===== src/rtl/lfc_pkg.sv =====
package lfc_pkg;

  // ==========================================
  // command byte field positions
  localparam int CMD_IMPEDANCE_POS   = 0;
  localparam int CMD_TIMING_POS      = 1;
  localparam int CMD_RING_SEL_POS    = 2;
  localparam int CMD_LEVEL_POS       = 3;
  localparam int CMD_POLARITY_POS    = 4;
  localparam int CMD_BOOST_POS       = 5;
  localparam int CMD_ILIM_LO_POS     = 6;
  localparam int CMD_ILIM_HI_POS     = 7;
  localparam logic [7:0] CMD_RESET_VAL = 8'h00;

  // ==========================================
  // serial frame
  localparam int SER_CMD_BITS  = 8;
  localparam int SER_STAT_BITS = 5;

  // ==========================================
  // ring trip check length in ringing periods
  localparam int TRIP_CHECK_PERIODS = 2;

  // ==========================================
  // limit levels and modes
  typedef enum logic [1:0] {
    LFC_ILIM_25MA = 2'h0,
    LFC_ILIM_30MA = 2'h1,
    LFC_ILIM_45MA = 2'h2,
    LFC_ILIM_70MA = 2'h3
  } lfc_ilim_t;

  typedef enum logic [1:0] {
    LFC_MODE_PWRDN,
    LFC_MODE_STANDBY,
    LFC_MODE_CONV,
    LFC_MODE_RING
  } lfc_mode_t;

  // ==========================================
  // decoded line settings
  typedef struct packed {
    lfc_mode_t mode;
    logic      boosted_battery_feed;
    logic      reverse_polarity;
    lfc_ilim_t current_limit;
    logic      metering_high;
    logic      metering_on;
    logic      drop_25v;
    logic      ring_preset;
    logic      ring_gate;
    logic      sensors_off;
  } lfc_feed_t;

endpackage : lfc_pkg


===== src/rtl/lfc_line_ctrl.sv =====
`timescale 1ns/1ns
module lfc_line_ctrl (
  // clock and reset
  input  wire logic               sys_clk,
  input  wire logic               resetn,
  // mode strap
  input  wire logic               strap_parallel,
  // five-wire interface inputs
  input  wire logic               if_dclk,
  input  wire logic               if_ncs_in,
  input  wire logic               if_eia,
  input  wire logic               if_ci,
  input  wire logic               if_dio_in,
  // five-wire interface outputs
  output logic                    if_dio_out,
  output logic                    if_dio_oe_n,
  output logic                    if_ncs_out,
  output logic                    if_ncs_oe_n,
  // line sense
  input  wire logic               ring_zero_cross,
  input  wire logic               loop_closed,
  input  wire logic               ground_key,
  input  wire logic               ilim_active,
  input  wire logic               half_battery,
  input  wire logic               thermal_ok,
  // line drive settings
  output lfc_pkg::lfc_feed_t      feed,
  output logic                    ring_drive,
  output logic                    stat_off_hook,
  output logic [7:0]              cmd_byte
);

  logic       s_dclk;
  logic       s_ncs;
  logic       s_eia;
  logic       s_ci;
  logic       s_dio;
  logic       s_zc;
  logic       s_loop;
  logic       s_strap;
  logic       s_sel;
  logic       dclk_d_ff;
  logic       ncs_d_ff;
  logic       zc_d_ff;
  logic [7:0] shift_ff;
  logic [2:0] rd_idx_ff;
  logic [7:0] cmd_ff;
  logic       cmd_new;
  logic [7:0] eff_cmd;
  logic       ring_on_ff;
  logic       tripped_ff;
  logic [1:0] period_ff;
  logic       off_hook_ff;
  logic       ramp_ff;
  logic [4:0] status;
  logic       dclk_rise;
  logic       ncs_rise;
  logic       zc_rise;
  logic       ring_mode;
  logic       ring_want;

  // ==========================================
  // current limit code from the two limit bits
  function automatic lfc_pkg::lfc_ilim_t ilim_decode(input logic lo, input logic hi);
    ilim_decode = lfc_pkg::lfc_ilim_t'({lo, lo ^ hi});
  endfunction : ilim_decode

  // ==========================================
  // status bit picked by the serial read pointer
  function automatic logic stat_bit(input logic [4:0] st, input logic [2:0] idx);
    stat_bit = (idx < 3'(lfc_pkg::SER_STAT_BITS)) ? st[idx] : 1'b0;
  endfunction : stat_bit

  // ==========================================
  // input synchronisers
  lfc_sync #(.W(8)) u_sync (
    .sys_clk  (sys_clk),
    .resetn   (resetn),
    .async_in ({if_dclk, ~if_ncs_in, if_eia, if_ci, if_dio_in,
                ring_zero_cross, loop_closed, strap_parallel}),
    .sync_out ({s_dclk, s_sel, s_eia, s_ci, s_dio, s_zc, s_loop, s_strap})
  );
  // chip select enters inverted so its reset value is the idle high
  assign s_ncs = ~s_sel;

  always_ff @(posedge sys_clk or negedge resetn)
  begin
    if (!resetn)
    begin
      dclk_d_ff <= 1'b0;
      ncs_d_ff  <= 1'b1;
      zc_d_ff   <= 1'b0;
    end
    else
    begin
      dclk_d_ff <= s_dclk;
      ncs_d_ff  <= s_ncs;
      zc_d_ff   <= s_zc;
    end
  end

  assign dclk_rise = s_dclk & ~dclk_d_ff;
  assign ncs_rise  = s_ncs & ~ncs_d_ff;
  assign zc_rise   = s_zc & ~zc_d_ff;

  // ==========================================
  // serial write shift and read pointer
  always_ff @(posedge sys_clk or negedge resetn)
  begin
    if (!resetn)
    begin
      shift_ff  <= lfc_pkg::CMD_RESET_VAL;
      rd_idx_ff <= 3'h0;
    end
    else if (s_ncs)
      rd_idx_ff <= 3'h0;
    else if (dclk_rise)
    begin
      if (!s_eia)
        shift_ff <= {s_dio, shift_ff[7:1]};
      else if (rd_idx_ff != 3'(lfc_pkg::SER_STAT_BITS))
        rd_idx_ff <= rd_idx_ff + 3'h1;
    end
  end

  // latch on chip select release after a write
  assign cmd_new = !s_strap && !s_ci && !s_eia && ncs_rise;

  always_ff @(posedge sys_clk or negedge resetn)
  begin
    if (!resetn)
      cmd_ff <= lfc_pkg::CMD_RESET_VAL;
    else if (cmd_new)
      cmd_ff <= shift_ff;
  end

  // ==========================================
  // effective command: parallel pins bypass registers
  always_comb
  begin
    if (s_strap)
      eff_cmd = {8'h80 | {5'h00, s_dclk, s_ci, s_eia}};
    else
      eff_cmd = cmd_ff;
  end
  assign cmd_byte = eff_cmd;

  // ==========================================
  // command decode
  assign ring_mode = eff_cmd[lfc_pkg::CMD_RING_SEL_POS]
                     && !eff_cmd[lfc_pkg::CMD_IMPEDANCE_POS];

  always_comb
  begin
    feed = '0;
    if (eff_cmd == 8'h00)
    begin
      feed.mode        = lfc_pkg::LFC_MODE_PWRDN;
      feed.sensors_off = 1'b1;
    end
    else if (ring_mode)
    begin
      feed.mode        = lfc_pkg::LFC_MODE_RING;
      feed.ring_preset = 1'b1;
      feed.ring_gate   = ring_on_ff;
    end
    else if (eff_cmd[lfc_pkg::CMD_IMPEDANCE_POS])
    begin
      feed.mode                 = lfc_pkg::LFC_MODE_CONV;
      feed.boosted_battery_feed = eff_cmd[lfc_pkg::CMD_BOOST_POS];
      feed.reverse_polarity     = eff_cmd[lfc_pkg::CMD_POLARITY_POS];
      feed.metering_on          = ramp_ff;
      feed.metering_high        = eff_cmd[lfc_pkg::CMD_LEVEL_POS];
      feed.drop_25v             = eff_cmd[lfc_pkg::CMD_LEVEL_POS];
    end
    else
      feed.mode = lfc_pkg::LFC_MODE_STANDBY;
    feed.current_limit = ilim_decode(eff_cmd[lfc_pkg::CMD_ILIM_LO_POS],
                                     eff_cmd[lfc_pkg::CMD_ILIM_HI_POS]);
    if (feed.mode == lfc_pkg::LFC_MODE_RING)
      feed.reverse_polarity = 1'b0;
  end

  // ==========================================
  // metering gate: request held, envelope shaped outside
  always_ff @(posedge sys_clk or negedge resetn)
  begin
    if (!resetn)
      ramp_ff <= 1'b0;
    else
      ramp_ff <= eff_cmd[lfc_pkg::CMD_IMPEDANCE_POS]
                 && eff_cmd[lfc_pkg::CMD_TIMING_POS];
  end

  // ==========================================
  // ringing cadence at zero crossings
  assign ring_want = ring_mode && eff_cmd[lfc_pkg::CMD_TIMING_POS]
                     && !tripped_ff && !off_hook_ff;

  always_ff @(posedge sys_clk or negedge resetn)
  begin
    if (!resetn)
      ring_on_ff <= 1'b0;
    // leaving ringing waits for a zero crossing, a trip cuts at once
    else if (s_loop && ring_on_ff && !tripped_ff)
      ring_on_ff <= 1'b0;
    else if (zc_rise)
      ring_on_ff <= ring_want;
  end
  assign ring_drive = ring_on_ff;

  // ==========================================
  // ring trip confirmation
  always_ff @(posedge sys_clk or negedge resetn)
  begin
    if (!resetn)
    begin
      tripped_ff <= 1'b0;
      period_ff  <= 2'h0;
    end
    else if (!ring_mode)
    begin
      tripped_ff <= 1'b0;
      period_ff  <= 2'h0;
    end
    else if (!tripped_ff)
    begin
      if (s_loop && ring_on_ff)
      begin
        tripped_ff <= 1'b1;
        period_ff  <= 2'h0;
      end
    end
    else if (!s_loop)
      tripped_ff <= 1'b0;
    else if (zc_rise && period_ff != 2'(lfc_pkg::TRIP_CHECK_PERIODS))
      period_ff <= period_ff + 2'h1;
  end

  always_ff @(posedge sys_clk or negedge resetn)
  begin
    if (!resetn)
      off_hook_ff <= 1'b0;
    else if (tripped_ff && s_loop
             && period_ff == 2'(lfc_pkg::TRIP_CHECK_PERIODS))
      off_hook_ff <= 1'b1;
    else if (cmd_new)
      off_hook_ff <= 1'b0;
  end

  // ==========================================
  // status and output pins
  assign status = {~thermal_ok, half_battery, ilim_active, ground_key,
                   off_hook_ff | (s_loop & ~ring_mode)};
  assign stat_off_hook = status[0];

  always_ff @(posedge sys_clk or negedge resetn)
  begin
    if (!resetn)
    begin
      if_dio_out  <= 1'b0;
      if_dio_oe_n <= 1'b1;
      if_ncs_out  <= 1'b0;
      if_ncs_oe_n <= 1'b1;
    end
    else if (s_strap)
    begin
      if_ncs_out  <= status[0];
      if_ncs_oe_n <= 1'b0;
      if_dio_out  <= status[1];
      if_dio_oe_n <= 1'b0;
    end
    else
    begin
      if_ncs_out  <= status[0] | status[1];
      if_ncs_oe_n <= ~s_ci;
      if_dio_out  <= stat_bit(status, rd_idx_ff);
      if_dio_oe_n <= ~(s_eia && !s_ncs && !s_ci);
    end
  end

endmodule : lfc_line_ctrl


===== src/rtl/lfc_sync.sv =====
`timescale 1ns/1ns
module lfc_sync #(
  parameter int W = 1
) (
  // clock and reset
  input  wire logic         sys_clk,
  input  wire logic         resetn,
  // data
  input  wire logic [W-1:0] async_in,
  output logic      [W-1:0] sync_out
);

  logic [W-1:0] s1_ff;
  logic [W-1:0] s2_ff;
  logic [W-1:0] s3_ff;

  // ==========================================
  // three stages, accept when two and three agree
  always_ff @(posedge sys_clk or negedge resetn)
  begin
    if (!resetn)
    begin
      s1_ff    <= '0;
      s2_ff    <= '0;
      s3_ff    <= '0;
      sync_out <= '0;
    end
    else
    begin
      s1_ff <= async_in;
      s2_ff <= s1_ff;
      s3_ff <= s2_ff;
      for (int i = 0; i < W; i++)
      begin
        if (s2_ff[i] == s3_ff[i])
          sync_out[i] <= s3_ff[i];
      end
    end
  end

endmodule : lfc_sync


===== config.mk =====
export PLATFORM = sky130hd
export DESIGN_NAME = lfc_line_ctrl
export DESIGN_NICKNAME = d
export VERILOG_FILES = /design/src/rtl/lfc_pkg.sv /design/src/rtl/lfc_line_ctrl.sv /design/src/rtl/lfc_sync.sv
export SDC_FILE = /design/constraint.sdc
export NUM_CORES = 1
export LEC_CHECK = 0
export ABC_CLOCK_PERIOD_IN_PS = 2100
export BUFFER_PORTS_ARGS = -buffer_cell sky130_fd_sc_hd__buf_2
export CORE_AREA = 5 5 74 76
export DETAILED_ROUTE_END_ITERATION = 7
export DIE_AREA = 0 0 79 81
export PLACE_DENSITY = 0.83
export REMOVE_ABC_BUFFERS = 1
export SYNTH_ARGS = -nofsm -noshare
export SYNTH_HDL_FRONTEND = slang
export SYNTH_HIERARCHICAL = 1
export SYNTH_SLANG_ARGS = --single-unit

===== constraint.sdc =====
create_clock -name sys_clk -period 2.1 [get_ports sys_clk]
set_input_delay 0.21 -clock sys_clk [delete_from_list [all_inputs] [get_ports sys_clk]]
set_output_delay 0.21 -clock sys_clk [all_outputs]
set_load 0.01 [all_outputs]

==> flow_metrics.py <==
metrics = {
    "critical_path": {
        "required_ns": 1.89,
        "reg2reg_to": "cmd_ff[3]$_DFFE_PN0P_",
        "r2r_cells": 5,
        "rrSetupSlack_ns": 0.23,
        "worstSetupEndpoint": "feed[10]",
        "startpoint": "u_sync/sync_out[0]$_DFFE_PN0N_",
        "r2r_start": "u_sync/sync_out[0]$_DFFE_PN0N_",
        "arrival_ns": 1.86,
        "worst_setup_path_start_kind": "register",
        "worst-path-max-fanout": 12,
        "crit_path_end_kind": "primary output",
        "path_class": "register to primary output",
    },
    "clocking": {
        "htreeDepth": 3,
        "cts_num_sinks": 64,
        "cts_root_buf": "clkbuf_8",
        "cts_buffer_depth": 2,
        "cts_buffers": 9,
        "cts_tree": "yes",
        "clk_pin_slew_ns": 0.07,
        "insertion_delay_ns": 0.33,
    },
    "timing": {
        "fin_ws_ns": 0.0293,
        "tightestPinTransition_ns": 0.602,
        "fin_tns_setup_ns": 0,
        "fmax_ghz": 0.483,
        "finalClockSkew_ns": 0.00475,
        "final_hold_viol_count": 0,
        "setup_violations": 0,
        "post-route-min-period_ns": 2.07,
        "holdWs_ns": 0.0182,
        "period_share": 0.986,
        "slew_violations": 0,
        "relSlewSlack": 0.597,
    },
    "synth": {
        "async_flop_share": 1.00,
        "synth_top_area_frac": 0.609,
        "synth.area.top_cells": "dfrtp_1 (61%), mux2_2 (7.6%), maj3_2 (3.6%), dfstp_2 (3.1%), inv_1 (2.1%)",
        "avgSynthCellArea_um2": 13.6,
        "yosysSeqAreaShare": 0.641,
        "synth_common_cells": "dfrtp_1 (61), mux2_2 (17), inv_1 (14)",
        "ys_types": 37,
        "ys_ff_latch": 64,
        "synth_flop_cell": "dfrtp_1",
        "ys.warnings.count": 6,
        "yosysMostFrequentCell": "dfrtp_1",
        "syn_area_um2": 2510,
        "synth_edf_count": 0,
        "yosys.area.top_type": "dfrtp_1",
        "syn_inst": 184,
    },
    "grt": {
        "grt-ovfl-total": 0,
        "grt_pass1_vias": 1656,
        "grt_pass1_wl_um": 8110,
        "grt_max_degree": 40,
        "grt_usage": 0.167,
        "antenna_found_initial": 0,
    },
    "die": {
        "num_rows": 25,
        "die_width_um": 79,
        "pin_count": 40,
        "die_y_um": 81,
        "start_util": 0.538,
        "die_area_um2": 6400,
        "core_um2": 4660,
    },
    "pwr": {
        "swShare": 0.253,
        "switching_power_mw": 0.781,
        "internal_power_mw": 2.30,
        "ir_drop_uv": 649,
        "seq_power_share": 0.484,
        "comb_power_share": 0.146,
        "clockPowerShare": 0.370,
        "leakage_nw": 1.51,
        "power_density_nw_per_um2": 988,
    },
    "place": {
        "dpl_cell_area_um2": 2780,
        "dpl.hpwl_um": 3100,
        "io_buffers": 39,
        "gp_congestion": 0.798,
        "pre_cts_ws_ns": 0.290,
    },
    "final_layout": {
        "fin_nets": 263,
        "final_area_um2": 3120,
        "drive_gt1_frac": 0.392,
        "area_growth_pct": 24.5,
        "antenna_cells": 0,
        "post-route-util": 0.670,
    },
    "drt": {
        "drc": 0,
        "viasPerCell": 5.43,
        "dr_wl_met3_um": 328,
        "routed-via-count": 1650,
        "wl_met1_um": 2150,
        "firstDrtPassIters": 4,
        "avgRoutedWirePerCell_um": 16.2,
        "routed_wl_um": 4910,
        "wl_met2_um": 2360,
        "drtIter0Drc": 67,
        "detail-route-antenna-nets": 0,
        "top_layer_used": "met4",
    },
    "status": {
        "status": "complete, no violations",
    },
    "worst_hold_path": {
        "hold_class": "primary input to register",
    },
    "job": {
        "max_cap_viol_count": 0,
    },
}
## cell families after synthesis
family / Yosys count / synth area share
flip-flops: 64 / 0.641
AND/OR/NAND/NOR: 44 / 0.116
AO/OA/AOI/OAI: 24 / 0.0654
buffers and inverters: 20 / 0.0339
multiplexers: 20 / 0.0884
adder cells (fa/ha/maj): 12 / 0.0559
## worst min-delay path by stage
| stage | from | end | slack [ns] | cells after the start |
|---|---|---|---|---|
| 6_report | if_ncs_in | u_sync/s1_ff[6]$_DFF_PN0_ | 0.02 | 2 |
| 3_5_place_dp | resetn | u_sync/s1_ff[2]$_DFF_PN0_ | 0.25 | 1 |
| 2_1_floorplan | resetn | cmd_ff[0]$_DFFE_PN0P_ | -0.09 | 0 |
| 3_3_place_gp | resetn | u_sync/s1_ff[0]$_DFF_PN0_ | 0.24 | 1 |
| 5_1_grt | if_ncs_in | u_sync/s1_ff[6]$_DFF_PN0_ | 0.008 | 2 |
| 4_1_cts | if_ncs_in | u_sync/s1_ff[6]$_DFF_PN0_ | 0.003 | 2 |
## per-stage QoR
step | power (mW) | std cells
after floorplan | 1.74 | 179
after global placement | 1.90 | 275
after detailed placement | 1.92 | 275
after CTS | 3.09 | 299
after global routing | 3.23 | 304
final | 3.08 | 304
## power groups by stage
| stage | Sequential (mW) | Clock, mW | Combinational (mW) |
|---|---|---|---|
| 5_1_grt | 1.51 | 1.22 | 0.494 |
| 3_5_place_dp | 1.51 | 0 | 0.413 |
| 3_3_place_gp | 1.51 | 0 | 0.398 |
| 2_1_floorplan | 1.49 | 0 | 0.251 |
| 6_report | 1.49 | 1.14 | 0.449 |
| 4_1_cts | 1.49 | 1.17 | 0.430 |
## area by class of cell
class                      count  area [um^2]
sequential                    64         1610
fill                         309         1540
clock buffer                  10          138
tap                           54         67.6
clock inverter                 6         82.6
inverter                      15         56.3
multi-input combinational    100          822
timing repair buffer          55          348
## placed cells by master (no fill, tap or decap), types with 3 or more instances in the layout
master / synthesis / routed
clkinv_2: 0 / 3
clkbuf_8: 0 / 10
buf_4: 2 / 7
mux2_2: 17 / 17
nor2_1: 7 / 7
dfrtp_1: 61 / 60
o21ai_0: 5 / 5
a21oi_1: 7 / 7
nand2b_1: 3 / 3
nor2b_1: 8 / 7
ha_1: 4 / 4
dlygate4sd3_1: 0 / 8
maj3_2: 8 / 8
nand2_1: 5 / 5
dfstp_2: 3 / 3
inv_1: 14 / 14
nor3_1: 3 / 3
buf_2: 2 / 39
o311ai_0: 3 / 3
and2_1: 4 / 4
## routing by layer
layer / vias to the layer above / track usage
met5: - / 0
met4: 0 / 0.0687
met3: 9 / 0.0488
met2: 48 / 0.251
met1: 823 / 0.229
li1: 770 / -
## repair_timing
action / in CTS / in global routing
hold endpoints to repair: 32 / 0
setup buffers: 0 / 5
gates cloned: 0 / 0
hold buffers: 8 / 0
endpoints found under the setup margin: 2 / 3
resized for setup: 3 / 0
## worst max-delay path, cell delays in order (launching register included)
cell and delay, ns:
dfrtp_2 0.46, buf_4 0.20, nor3_1 0.27, a21oi_1 0.15, o31a_1 0.32, buf_2 0.14
## registers in the layout, indices dropped and copies added (netlist names), 2 cells and up
signal and count:
u_sync/s2_ff 8, u_sync/s3_ff 8, period_ff 2, rd_idx_ff 3, u_sync/s1_ff 8, shift_ff 8, cmd_ff 8, u_sync/sync_out 8
No activity file was read; power rests on OpenSTA's default activity.
